[src/verilog/dbafsm_defs.svh]
// Purpose: constants for the direct buffer access state machine
// Assumes: included by its bare name; definitions only
// Notes:   field positions and counts live here, types live in dbafsm_pkg
`ifndef DBAFSM_DEFS_SVH
`define DBAFSM_DEFS_SVH

// master to controller clock divide ratio
`define DBAFSM_CLK_DIV        3'h6
// half of the divide ratio, where the divided clock toggles
`define DBAFSM_CLK_HALF       3'h3
// width of the state code exposed for observation
`define DBAFSM_STATE_W        3
// host byte addresses of the two controller registers
`define DBAFSM_AUX_STAT_ADDR  28'h31E_0000
`define DBAFSM_REG_FILE_ADDR  28'h31E_0004
// reclaim window allowed to the controller after data request
`define DBAFSM_RECLAIM_NS     40

`endif

[src/verilog/dbafsm_pkg.sv]
// Purpose: types for the direct buffer access state machine
// Assumes: nothing beyond SystemVerilog packages
// Notes:   state codes are the default enum values, 0 to 4 in listed order
package dbafsm_pkg;
    // the five handover states
    typedef enum logic [2:0] {
        DBAFSM_IDLE,
        DBAFSM_PENDING,
        DBAFSM_ACTIVE,
        DBAFSM_THROTTLE,
        DBAFSM_KICKSTART
    } dbafsm_state_t;
endpackage

[src/verilog/dbafsm.sv]
// Purpose: hands the shared buffer between host and protocol controller
// Assumes: i_clk is the master clock; the protocol controller runs on o_ctrl_clk, i_clk divided by six
// Notes:   grant and strobes are partly combinational so ownership turns at once
`timescale 1ns/100ps
`include "dbafsm_defs.svh"
`default_nettype none

module dbafsm (
    input  wire logic                         i_clk,
    input  wire logic                         i_rst,
    input  wire logic                         i_ctrl_chip_reset,
    input  wire logic                         i_speed_16m,
    input  wire logic                         i_buffer_claim_select_n,
    input  wire logic                         i_data_request,
    input  wire logic                         i_chip_read_strobe_n,
    input  wire logic                         i_chip_write_strobe_n,
    input  wire logic                         i_control_cycle_strobe_n,
    input  wire logic                         i_latched_write,
    input  wire logic                         i_latched_addr_bit2,
    input  wire logic                         i_ctrl_irq,
    output logic                              o_ctrl_read_strobe_n,
    output logic                              o_ctrl_write_strobe_n,
    output logic                              o_ctrl_strobe_oe,
    output logic                              o_buffer_access_grant,
    output logic                              o_buffer_access_request,
    output logic [`DBAFSM_STATE_W-1:0]        o_buffer_fsm_state,
    output logic                              o_reg_file_select,
    output logic                              o_host_irq_n,
    output logic                              o_ctrl_clk
);
    import dbafsm_pkg::*;

    dbafsm_state_t               state_q;      // current handover state
    dbafsm_state_t               state_d;      // next handover state
    logic                        data_request_neg_q;  // data request caught on falling edge
    logic                        synced_data_request; // data request as the machine sees it
    logic                        claim;        // controller claims the buffer
    logic                        grant_q;      // registered part of grant
    logic                        request_q;    // registered request
    logic [2:0]                  div_cnt_q;    // divide-by-six phase
    logic                        ctrl_clk_q;   // divided controller clock
    logic                        reg_sel_q;    // registered register select
    logic                        irq_n_q;      // inverted interrupt

    assign claim = ~i_buffer_claim_select_n;

    // falling edge resample
    // a half-cycle stage keeps setup margin at 16 MHz; at 8 MHz the input
    // is already timed to the system clock and goes straight through
    always_ff @(negedge i_clk or posedge i_rst) begin
        if (i_rst) begin
            data_request_neg_q <= 1'b0;
        end else begin
            data_request_neg_q <= i_data_request;
        end
    end

    // select which copy of data request steers the machine
    assign synced_data_request = i_speed_16m ? data_request_neg_q : i_data_request;

    // next-state logic
    always_comb begin
        state_d = state_q;
        case (state_q)
            DBAFSM_IDLE: begin
                if (claim) begin
                    state_d = DBAFSM_PENDING;
                end
            end
            DBAFSM_PENDING: begin
                if (synced_data_request) begin
                    state_d = DBAFSM_ACTIVE;
                end
            end
            DBAFSM_ACTIVE: begin
                if (!claim && synced_data_request) begin
                    state_d = DBAFSM_IDLE;
                end else if (claim && !synced_data_request) begin
                    state_d = DBAFSM_THROTTLE;
                end else if (!claim && !synced_data_request) begin
                    // both dropped together: nothing left to resume safely
                    state_d = DBAFSM_THROTTLE;
                end
            end
            DBAFSM_THROTTLE: begin
                if (synced_data_request) begin
                    state_d = DBAFSM_KICKSTART;
                end
            end
            // the controller is relied on to reclaim inside one cycle
            DBAFSM_KICKSTART: begin
                if (claim) begin
                    state_d = DBAFSM_ACTIVE;
                end else begin
                    state_d = DBAFSM_IDLE;
                end
            end
            default: begin
                state_d = DBAFSM_IDLE;
            end
        endcase
    end

    // reset returns idle
    // controller reset is synchronous so it cannot glitch the state mid-edge
    always_ff @(posedge i_clk or posedge i_rst) begin
        if (i_rst) begin
            state_q <= DBAFSM_IDLE;
        end else if (i_ctrl_chip_reset) begin
            state_q <= DBAFSM_IDLE;
        end else begin
            state_q <= state_d;
        end
    end

    // grant and request follow the next state so they line up with it
    always_ff @(posedge i_clk or posedge i_rst) begin
        if (i_rst) begin
            grant_q   <= 1'b0;
            request_q <= 1'b0;
        end else if (i_ctrl_chip_reset) begin
            grant_q   <= 1'b0;
            request_q <= 1'b0;
        end else begin
            case (state_d)
                DBAFSM_IDLE: begin
                    grant_q   <= 1'b0;
                    request_q <= 1'b0;
                end
                DBAFSM_PENDING: begin
                    grant_q   <= 1'b0;
                    request_q <= 1'b1;
                end
                DBAFSM_ACTIVE: begin
                    grant_q   <= 1'b1;
                    request_q <= 1'b1;
                end
                // request held in kickstart, grant added below
                default: begin
                    grant_q   <= 1'b0;
                    request_q <= 1'b1;
                end
            endcase
        end
    end

    // instant grant in kickstart
    // the first byte may follow the reclaim within 40 ns, shorter than a
    // clock, so the grant cannot wait for the next edge
    assign o_buffer_access_grant   = grant_q |
                                     ((state_q == DBAFSM_KICKSTART) & claim);
    assign o_buffer_access_request = request_q;
    assign o_buffer_fsm_state      = state_q;

    // strobe generation toward the memory control logic
    always_comb begin
        o_ctrl_read_strobe_n  = 1'b1;
        o_ctrl_write_strobe_n = 1'b1;
        case (state_q)
            DBAFSM_IDLE: begin
                o_ctrl_read_strobe_n  = i_control_cycle_strobe_n | i_latched_write;
                o_ctrl_write_strobe_n = i_control_cycle_strobe_n | ~i_latched_write;
            end
            DBAFSM_ACTIVE: begin
                if (claim && synced_data_request) begin
                    o_ctrl_read_strobe_n  = i_chip_read_strobe_n;
                    o_ctrl_write_strobe_n = i_chip_write_strobe_n;
                end
            end
            // other states keep both strobes idle
            default: begin
                o_ctrl_read_strobe_n  = 1'b1;
                o_ctrl_write_strobe_n = 1'b1;
            end
        endcase
    end

    // release strobe pins
    // the controller turns these pins round while it claims the buffer
    assign o_ctrl_strobe_oe = i_buffer_claim_select_n;

    // divide by six
    // a free-running counter from reset; even ratio gives a 50% duty clock
    always_ff @(posedge i_clk or posedge i_rst) begin
        if (i_rst) begin
            div_cnt_q  <= 3'h0;
            ctrl_clk_q <= 1'b0;
        end else if (div_cnt_q == `DBAFSM_CLK_DIV - 3'h1) begin
            div_cnt_q  <= 3'h0;
            ctrl_clk_q <= 1'b0;
        end else begin
            div_cnt_q  <= div_cnt_q + 3'h1;
            ctrl_clk_q <= (div_cnt_q + 3'h1 >= `DBAFSM_CLK_HALF);
        end
    end

    assign o_ctrl_clk = ctrl_clk_q;

    // register select
    // low picks the auxiliary status/address register, high the file
    always_ff @(posedge i_clk or posedge i_rst) begin
        if (i_rst) begin
            reg_sel_q <= 1'b0;
        end else begin
            reg_sel_q <= i_latched_addr_bit2;
        end
    end

    assign o_reg_file_select = reg_sel_q;

    // inverted interrupt
    // reset value is the idle level of an active-low line
    always_ff @(posedge i_clk or posedge i_rst) begin
        if (i_rst) begin
            irq_n_q <= 1'b1;
        end else begin
            irq_n_q <= ~i_ctrl_irq;
        end
    end

    assign o_host_irq_n = irq_n_q;

endmodule

`default_nettype wire

[config.mk]
export PLATFORM = sky130hd
export DESIGN_NAME = dbafsm
export DESIGN_NICKNAME = d
export VERILOG_FILES = /design/src/verilog/dbafsm_pkg.sv /design/src/verilog/dbafsm.sv
export VERILOG_INCLUDE_DIRS = /design/src /design/src/verilog
export SDC_FILE = /design/constraint.sdc
export NUM_CORES = 1
export LEC_CHECK = 0
export ABC_CLOCK_PERIOD_IN_PS = 1400
export BUFFER_PORTS_ARGS = -buffer_cell sky130_fd_sc_hd__clkbuf_2
export CORE_MARGIN = 2
export CORE_UTILIZATION = 40
export CTS_CLUSTER_DIAMETER = 40
export CTS_CLUSTER_SIZE = 8
export DETAILED_ROUTE_END_ITERATION = 7
export PLACE_DENSITY_LB_ADDON = 0.12
export SYNTH_ARGS = -nofsm -noshare
export SYNTH_HDL_FRONTEND = slang
export SYNTH_SLANG_ARGS = --single-unit
[constraint.sdc]
create_clock -name i_clk -period 1.4 [get_ports i_clk]
set_input_delay 0.21 -clock i_clk [delete_from_list [all_inputs] [get_ports i_clk]]
set_output_delay 0.21 -clock i_clk [all_outputs]
set_load 0.02 [all_outputs]
# After elaboration in Yosys (flattened, before gate mapping)
# Cells that the tools add are included.
# totals
ff_bits,12
in_bits,12
# classes
add_sub_neg,1
n_lt_le_gt_ge,1
n_eq_ne,6
n_mux,20
bitwise,7
n_reduce_logical,7
# ops
op,n
$mux W3,8
$pmux W3 S5,1
$eq A3 B2 Y1 const B,3
$mux W1,8
$eq A3 B3 Y1 const B,2
$logic_not A3 Y1,2
$logic_and A1 B1 Y1,4
$pmux W1 S2,2
$add A3 B1 Y3 const B,1
$eq A3 B1 Y1 const B,1
$ge A3 B2 Y1 const B,1
$not A1 Y1,3
$or A1 B1 Y1,3
$mux W2,1
$and A1 B1 Y1,1
$logic_not A1 Y1,1

# Depth between registers and ports, before layout
# Gate-level depths: netlist (run 1).
# logic_depth
ltp_word,10
depth_mapped,4
ltp_nobuf,3

==> results_dict.tcl, run 1 <==
set metrics [dict create \
    status "complete, but fails checks" \
    violations "setup timing" \
    wl_um 1276 \
    firstDrtPassIters 4 \
    cp-start-kind "flop" \
    fin_ws_ns -0.7150 \
    holdWs_ns 0.04980 \
    rsz0062_at_grt "true" \
    dieHeight_um 40.93 \
    dieArea_um2 1675 \
    antenna_found_initial 0 \
    worstSetupEndpointType "output pin" \
    grt_max_degree 12 \
    io_buffers 22 \
    wire_per_inst_um 12.39 \
    antennaDiodeCount 0 \
    netlist_area_um2 545.5 \
    maxSlewHeadroom_pct 84.47 \
    fin_util_pct 68.06 \
    regToRegSetupSlack_ns -0.66 \
    finClkSkew_ns 0.007991 \
    crit_required_ns 1.19 \
    row_count 13 \
    powerDensity_nw_per_um2 931.8 \
    clkTransAtPathRegs_ns 0.07 \
    syn_nets 63 \
    whs_endpoint "o_reg_file_select$_DFF_PP0_" \
    yosysMostFrequentCell "dfrtp_1" \
    clk-insertion-delay-late_ns 0.27 \
    synth_seq_area_share_pct 55.28 \
    hold_viol_final 0 \
    crit_type "reg2out" \
    area_delta_synth_final_pct 60.32 \
    synthCells 51 \
    grt_pass1_wl_um 2090 \
    yosys_register_bits 12 \
    initial_core_util_pct 42.45 \
    avgSynthCellArea_um2 10.70 \
    synth_common_cells "dfrtp_1 (10), inv_1 (4), o21ai_0 (4)" \
    placeableCoreArea_um2 1285 \
    reg2reg_depth 5 \
    synth_top_area_cell "dfrtp_1" \
    p_leak_nw 0.4281 \
    drv_cap 0 \
    die_x_um 40.93 \
    gp_congestion 0.8492 \
    grt_pass1_vias 495 \
    power_mw 0.8149 \
    overflow 0 \
    drt-initial-drc-count 17 \
    worstPathMaxFanout 3 \
    dp_hpwl_um 924 \
    worst_pin_slew_ns 0.2325 \
    worstPathArrival_ns 1.90 \
    drc 0 \
    cts.path.max_buffers 2 \
    slew_viol_final 0 \
    numCtsBuffers 3 \
    ios 23 \
    synthArstFlopShare_pct 100.0 \
    ys_types 25 \
    ant_nets 0 \
    synth_area_leaders "dfrtp_1 (46%), dfstp_2 (4.8%), dfrtn_1 (4.6%)" \
    vias_per_cell 4.961 \
    nNetsFinal 101 \
    min_from "i_latched_addr_bit2" \
    synth_ff_type "dfrtp_1" \
    synth-edff-count 0 \
    num_vias 511 \
    reg2reg_to "o_buffer_fsm_state[1]$_DFF_PP0_" \
    reg2reg_from "data_request_neg_q$_DFF_NP0_" \
    grt_usage_pct 19.43 \
    peakVddDrop_mv 0.6564 \
    cts-root-buf "clkbuf_4" \
    layout-drive-gt1-share_pct 55.68 \
    min_path_cells 1 \
    cts_tree "yes" \
    hold_class "in2reg" \
    synth_top_cell_area_share_pct 45.87 \
    ys.warnings.count 0 \
    clock_sinks 12 \
    cts_max_level 1 \
    setup_viol 8 \
]
==> worst max path at each step <==
stage / start / endpoint / cells past startpoint
6_report: data_request_neg_q$_DFF_NP0_ / o_ctrl_read_strobe_n / 4
3_5_place_dp: data_request_neg_q$_DFF_NP0_ / o_ctrl_write_strobe_n / 4
2_1_floorplan: data_request_neg_q$_DFF_NP0_ / o_ctrl_read_strobe_n / 3
4_1_cts: data_request_neg_q$_DFF_NP0_ / o_ctrl_read_strobe_n / 4
5_1_grt: data_request_neg_q$_DFF_NP0_ / o_ctrl_read_strobe_n / 4
3_3_place_gp: data_request_neg_q$_DFF_NP0_ / o_ctrl_write_strobe_n / 4
==> cell families (layout without fill, tap and decap cells) <==
family | after synthesis | in the layout | share of synthesized area (%)
AO/OA/AOI/OAI | 11 | 11 | 12.84
flip-flops | 12 | 12 | 55.28
buffers and inverters | 6 | 43 | 5.503
AND/OR/NAND/NOR | 19 | 19 | 20.64
multiplexers | 3 | 3 | 5.734
==> repair_timing <==
| action | in CTS | in global routing |
|---|---|---|
| pin swaps | 4 | 4 |
| buffers inserted | 4 | 0 |
| endpoints found under the hold margin | 10 | 0 |
| resized for setup | 8 | 4 |
| setup endpoints to repair | 8 | 8 |
| hold buffers | 1 | 0 |
==> metrics by stage <==
step | cell area, um^2 | TNS, ns | setup WS [ns] | cells
detailed placement | 753.2 | -2.677 | -0.4566 | 94
CTS | 867.1 | -4.318 | -0.7395 | 103
floorplan | 583.1 | -1.922 | -0.3837 | 51
global placement | 753.2 | -2.565 | -0.4538 | 94
global route | 874.6 | -4.661 | -0.7585 | 103
finish | 874.6 | -4.277 | -0.7150 | 103
==> flip-flops by register name, indices dropped and copies added, names as in the netlist <==
| name | cells |
|---|---|
| o_buffer_access_request | 1 |
| o_host_irq_n | 1 |
| o_reg_file_select | 1 |
| o_buffer_fsm_state | 3 |
| o_ctrl_clk | 1 |
| div_cnt_q | 3 |
| data_request_neg_q | 1 |
| grant_q | 1 |
==> area by class of cell <==
| type | instances | area (um^2) |
|---|---|---|
| Fill cell | 94 | 410.4 |
| Tap cell | 15 | 18.77 |
| Sequential cell | 12 | 302.8 |
| Multi-Input combinational cell | 33 | 266.5 |
| Timing Repair Buffer | 35 | 235.2 |
| Clock buffer | 4 | 36.28 |
| Inverter | 4 | 15.01 |
==> critical path: stages, from the launching register on <==
cell	delay, ns
dfrtn_1	0.43
mux2i_4	0.09
nor3_2	0.18
o21ai_2	0.08
clkbuf_8	0.16
==> metal layers <==
layer  wire length, um  track usage [%]  up-vias
met5                 0                0        -
met4                15            7.500        0
met3                84            4.891        2
met2               615            32.81       20
met1               560            23.31      237
li1                  -                -      252
==> cell usage in the layout (no fill, tap or decap), types with 3 or more instances in the layout <==
cell,instances
dfrtp_1,9
nand2_1,3
clkbuf_4,3
buf_4,10
clkbuf_2,19
nor2_1,3
inv_1,4
==> where the power goes <==
part | total (mW) | internal [mW] | leakage, nW | switching (mW)
Clock | 0.267 | 0.158 | 0.0210 | 0.109
Combinational | 0.178 | 0.0865 | 0.256 | 0.0917
Sequential | 0.370 | 0.361 | 0.151 | 0.00869
(Power assumes the default switching activity.)
==> run 2: changes to the inputs <==
HOLD_SLACK_MARGIN = 0.05   (was default)
REMOVE_ABC_BUFFERS = 1   (was default)
==> run 2 against run 1 <==
The flow still finishes with violations (setup timing); global-route usage down 1.6 points; via count fell by 2.7%; utilization shrank 2.2 points; clock skew shrank 0.0018 ns; highest routed layer is now met3; register-to-register slack worse by 0.02 ns; sequential cell count did not move; combinational power is 7% lower; clock power up 3%; cell area down 3.3%.
==> results_dict.tcl, run 2 (synthesis gave the netlist of run 1 again) <==
set metrics [dict create \
    drt-initial-drc-count 10 \
    grt_max_degree 12 \
    worstSetupEndpointType "output pin" \
    combPwrFrac_pct 20.4 \
    cp-start-kind "flop" \
    antennaDiodeCount 0 \
    nNetsFinal 99 \
    area_delta_synth_final_pct 55.05 \
    maxSlewHeadroom_pct 86.04 \
    crit_required_ns 1.19 \
    grt_usage_pct 17.88 \
    crit_type "reg2out" \
    io_buffers 22 \
    p_leak_nw 0.4142 \
    gp_congestion 0.7395 \
    critPathTopFamily "flip-flops" \
    num_vias 497 \
    cp_num_buf_inv 1 \
    clockPowerShare_pct 34.1 \
    hold_class "in2reg" \
    row_count 13 \
    powerDensity_nw_per_um2 954.1 \
    layout_common_cells "clkbuf_2 (19), dfrtp_1 (10), buf_4 (10)" \
    violations "setup timing" \
    vias_per_cell 4.921 \
    cts-root-buf "clkbuf_4" \
    fin_tns_setup_ns -3.949 \
    clk-insertion-delay-late_ns 0.27 \
    slowest_stage "dfrtn_1" \
    p_int_mw 0.5963 \
    ios 23 \
    grt_pass1_wl_um 1842 \
    grt_pass1_vias 429 \
    peakVddDrop_mv 0.4754 \
    placeableCoreArea_um2 1285 \
    overflow 0 \
    dieHeight_um 40.93 \
    layout-drive-gt1-share_pct 50.00 \
    antenna_found_initial 0 \
    p_sw_mw 0.2107 \
    layout_commonest_cell "clkbuf_2" \
    numCtsBuffers 3 \
    slew_viol_final 0 \
    rsz0062_at_grt "true" \
    firstDrtPassIters 4 \
    die_x_um 40.93 \
    worst_pin_slew_ns 0.2051 \
    dp_hpwl_um 845.4 \
    hold_viol_final 0 \
    ant_nets 0 \
    slowest_delay_ns 0.43 \
    setup_viol 8 \
    drc 0 \
    power_mw 0.8070 \
    cts.path.max_buffers 2 \
    wire_per_inst_um 11.88 \
    worstPathMaxFanout 3 \
    fin_ws_ns -0.7190 \
    wl_um 1200 \
    clock_sinks 12 \
    dieArea_um2 1675 \
    initial_core_util_pct 42.45 \
    drv_cap 0 \
    p_seq_share_pct 45.5 \
    status "complete, but fails checks" \
    cts_max_level 1 \
    finClkSkew_ns 0.006142 \
    crit_chain "mux2i_4 -> nor3_2 -> o21ai_1 -> buf_4" \
    clkTransAtPathRegs_ns 0.08 \
    cts_tree "yes" \
    switching_share_pct 26.11 \
    worstPathArrival_ns 1.91 \
]
-- run 2: cell count changes in the layout (fill, tap and decap cells not counted), sizes merged --
cell and delta:
clkbuf -1, dlygate4sd3 +2, buf -3
-- run 2: per-layer routing --
metal / up-vias / GRT usage, % / wire, um
met5: - / 0 / 0
met4: 0 / 10.00 / 0
met3: 0 / 6.522 / 59
met2: 17 / 26.56 / 623
met1: 233 / 22.11 / 517
li1: 247 / - / -
-- run 2: path summary, 6_finish.rpt --
kind / endpoint / start / cells after the start / slack, ns
worst min register to register: o_ctrl_clk$_DFF_PP0_ / div_cnt_q[2]$_DFF_PP0_ / 1 / 0.50
worst min-delay path: grant_q$_DFF_PP0_ / i_ctrl_chip_reset / 2 / 0.19
worst max-delay path: o_ctrl_read_strobe_n / data_request_neg_q$_DFF_NP0_ / 4 / -0.72
worst max register to register: o_buffer_fsm_state[1]$_DFF_PP0_ / data_request_neg_q$_DFF_NP0_ / 5 / -0.68
min in group asynchronous: o_buffer_access_request$_DFF_PP0_ / i_rst / 4 / 0.49
max in group asynchronous: data_request_neg_q$_DFF_NP0_ / i_rst / 3 / 0.36
-- run 2: per-stage QoR --
stage / area [um^2] / std cells / hold WS [ns] / utilization, % / setup WS, ns
after global routing: 845.8 / 101 / 0.1775 / 65.82 / -0.7928
after detailed placement: 704.4 / 92 / 0.2138 / 54.82 / -0.5894
after global placement: 704.4 / 92 / 0.2236 / 54.82 / -0.5597
after floorplan: 530.5 / 49 / 0.07397 / - / -0.7455
after CTS: 828.3 / 101 / 0.1582 / 64.46 / -0.7152
final: 845.8 / 101 / 0.1867 / 65.82 / -0.7190
-- run 2: timing repair --
action                     CTS  global route
pin swaps                    7             2
hold endpoints to repair    12             0
gates cloned                 0             0
setup endpoints to repair    8             8
hold buffers                 3             0
setup buffers                2             0
resized for setup           11             5
-- run 2: power groups by stage --
stage	registers (mW)	clock network, mW	logic (mW)
floorplan	0.392	0	0.0502
global placement	0.373	0	0.132
detailed placement	0.373	0	0.132
CTS	0.366	0.285	0.160
global route	0.369	0.299	0.180
finish	0.367	0.275	0.165
-- run 2: final cells by class --
type,count,area (um^2)
Clock buffer,4,36.28
Tap cell,15,18.77
Multi-Input combinational cell,33,259.0
Fill cell,114,439.2
Timing Repair Buffer,33,215.2
Inverter,4,15.01
Sequential cell,12,301.5
==> run 3: changes to the inputs <==
ABC_CLOCK_PERIOD_IN_PS = 2200   (was 1400)
CORE_AREA = 2 2 39 41   (was default)
CORE_MARGIN = default   (was 2)
CORE_UTILIZATION = default   (was 40)
DIE_AREA = 0 0 41 43   (was default)
clock period = 2.2 ns   (was 1.4 ns; I/O delays follow)
==> run 3 against run 2 <==
The flow still finishes with violations (setup timing); power is 39% lower; worst hold slack got worse by 0.13 ns; cell area decreased by 12%; register-to-register slack improved by 0.57 ns; sequential share of layout area grew 4.7 points; final cell count decreased by 6.9%; non-clock buffer count decreased by 8; first-iteration DRC count fell by 10%; critical path type unchanged; critical endpoint is now o_ctrl_write_strobe_n.
==> results_dict.tcl, run 3 (synthesis gave the netlist of run 1 again) <==
set metrics [dict create \
    hold_class "in2async" \
    worst_pin_slew_ns 0.3026 \
    worstSetupEndpointType "output pin" \
    cp-start-kind "flop" \
    maxSlewHeadroom_pct 79.82 \
    slowest_delay_ns 0.43 \
    switching_share_pct 25.64 \
    crit_required_ns 1.87 \
    power_mw 0.4935 \
    status "complete, but fails checks" \
    vias_per_cell 5.096 \
    crit_chain "mux2i_4 -> nor3_2 -> o21ai_1 -> buf_4" \
    antenna_found_initial 0 \
    numPlacedInstances 89 \
    wl_um 1082 \
    cts-root-buf "clkbuf_4" \
    dp_hpwl_um 809.6 \
    crit_type "reg2out" \
    gp_congestion 0.6911 \
    p_seq_share_pct 48.6 \
    firstDrtPassIters 4 \
    worstPathArrival_ns 2.29 \
    slowest_stage "dfrtn_1" \
    grt_usage_pct 15.29 \
    fin_ws_ns -0.4179 \
    layout_common_cells "clkbuf_2 (20), dfrtp_1 (10), buf_4 (5)" \
    cts.path.max_buffers 2 \
    grt_pass1_vias 439 \
    p_int_mw 0.3670 \
    drv_cap 0 \
    area_delta_synth_final_pct 36.93 \
    dieArea_um2 1763 \
    ios 23 \
    clockPowerShare_pct 34.9 \
    violations "setup timing" \
    antennaDiodeCount 0 \
    powerDensity_nw_per_um2 660.6 \
    layout-drive-gt1-share_pct 46.15 \
    p_leak_nw 0.3717 \
    layout_commonest_cell "clkbuf_2" \
    placeableCoreArea_um2 1384 \
    worstPathMaxFanout 3 \
    die_x_um 41 \
    clkTransAtPathRegs_ns 0.08 \
    row_count 14 \
    num_vias 479 \
    place_area_um2 675.6 \
    drt-initial-drc-count 9 \
    cts_max_level 1 \
    clock_sinks 12 \
    fillers 128 \
    cts.hold.buffers_added 0 \
    slew_viol_final 0 \
    clk-insertion-delay-late_ns 0.27 \
    nNetsFinal 91 \
    fin_area_um2 747.0 \
    io_buffers 22 \
    numCtsBuffers 3 \
    ant_nets 0 \
    fin_util_pct 53.98 \
    combPwrFrac_pct 16.5 \
    grt_max_degree 12 \
    rsz0062_at_grt "true" \
    finClkSkew_ns 0.007272 \
    grt_pass1_wl_um 1773 \
    hold_viol_final 0 \
    initial_core_util_pct 39.42 \
    drc 0 \
    cts_tree "yes" \
    wire_per_inst_um 11.51 \
    p_sw_mw 0.1265 \
    peakVddDrop_mv 0.2765 \
    dieHeight_um 43 \
    critPathTopFamily "flip-flops" \
    cp_num_buf_inv 1 \
    fin_cells 94 \
    setup_viol 5 \
    overflow 0 \
]
[run 3: layer usage]
layer  GRT usage (%)  wire length (um)  vias up
li1                -                 -      231
met1           17.57               484      221
met2           23.13               494       25
met3           4.712                88        2
met4           10.00                14        0
met5               0                 0        -
[run 3: final cells by class]
cell class                 instances  area [um^2]  area share (%)
sequential                        12        301.5           40.37
tap                               16        20.02           2.680
multi-input combinational         33        236.5           31.66
clock buffer                       4        36.28           4.858
inverter                           4        15.01           2.010
timing repair buffer              25        137.6           18.43
[run 3: final timing paths]
kind / start / to / slack (ns) / cells after the start
max: data_request_neg_q$_DFF_NP0_ / o_ctrl_write_strobe_n / -0.42 / 4
min: i_rst / grant_q$_DFF_PP0_ / 0.06 / 3
max reg2reg: data_request_neg_q$_DFF_NP0_ / o_buffer_fsm_state[1]$_DFF_PP0_ / -0.11 / 4
min reg2reg: div_cnt_q[2]$_DFF_PP0_ / o_ctrl_clk$_DFF_PP0_ / 0.49 / 1
max in group asynchronous: i_rst / data_request_neg_q$_DFF_NP0_ / 1.19 / 2
min in group i_clk: i_ctrl_irq / o_host_irq_n$_DFF_PP1_ / 0.17 / 2
[run 3: power by group through the flow]
stage / clock network (mW) / logic, mW / registers, mW
global route: 0.188 / 0.0897 / 0.241
finish: 0.172 / 0.0816 / 0.240
floorplan: 0 / 0.0319 / 0.250
global placement: 0 / 0.0723 / 0.243
detailed placement: 0 / 0.0737 / 0.244
CTS: 0.177 / 0.0790 / 0.240
[run 3: timing repair]
| item | CTS | global route |
|---|---|---|
| gates resized for setup | 5 | 6 |
| setup buffers | 1 | 0 |
| endpoints found under the setup margin | 5 | 7 |
| cloned | 0 | 0 |
| hold endpoints to repair | 0 | 0 |
| pin swaps | 4 | 1 |
[run 3: per-stage QoR]
stage          setup TNS [ns]  hold WS (ns)  setup slack, ns
2_1_floorplan         -0.9492        0.1940          -0.4655
3_5_place_dp          -0.6472        0.3497          -0.2132
5_1_grt                -1.345       0.08017          -0.4928
6_report              -0.9606       0.05797          -0.4179
3_3_place_gp          -0.4660        0.3531          -0.1735
4_1_cts               -0.9790       0.05680          -0.4514
[run 3: worst min-delay path, cell delays in order]
cell	delay, ns
clkbuf_2	0.09
inv_1	0.07
buf_4	0.19
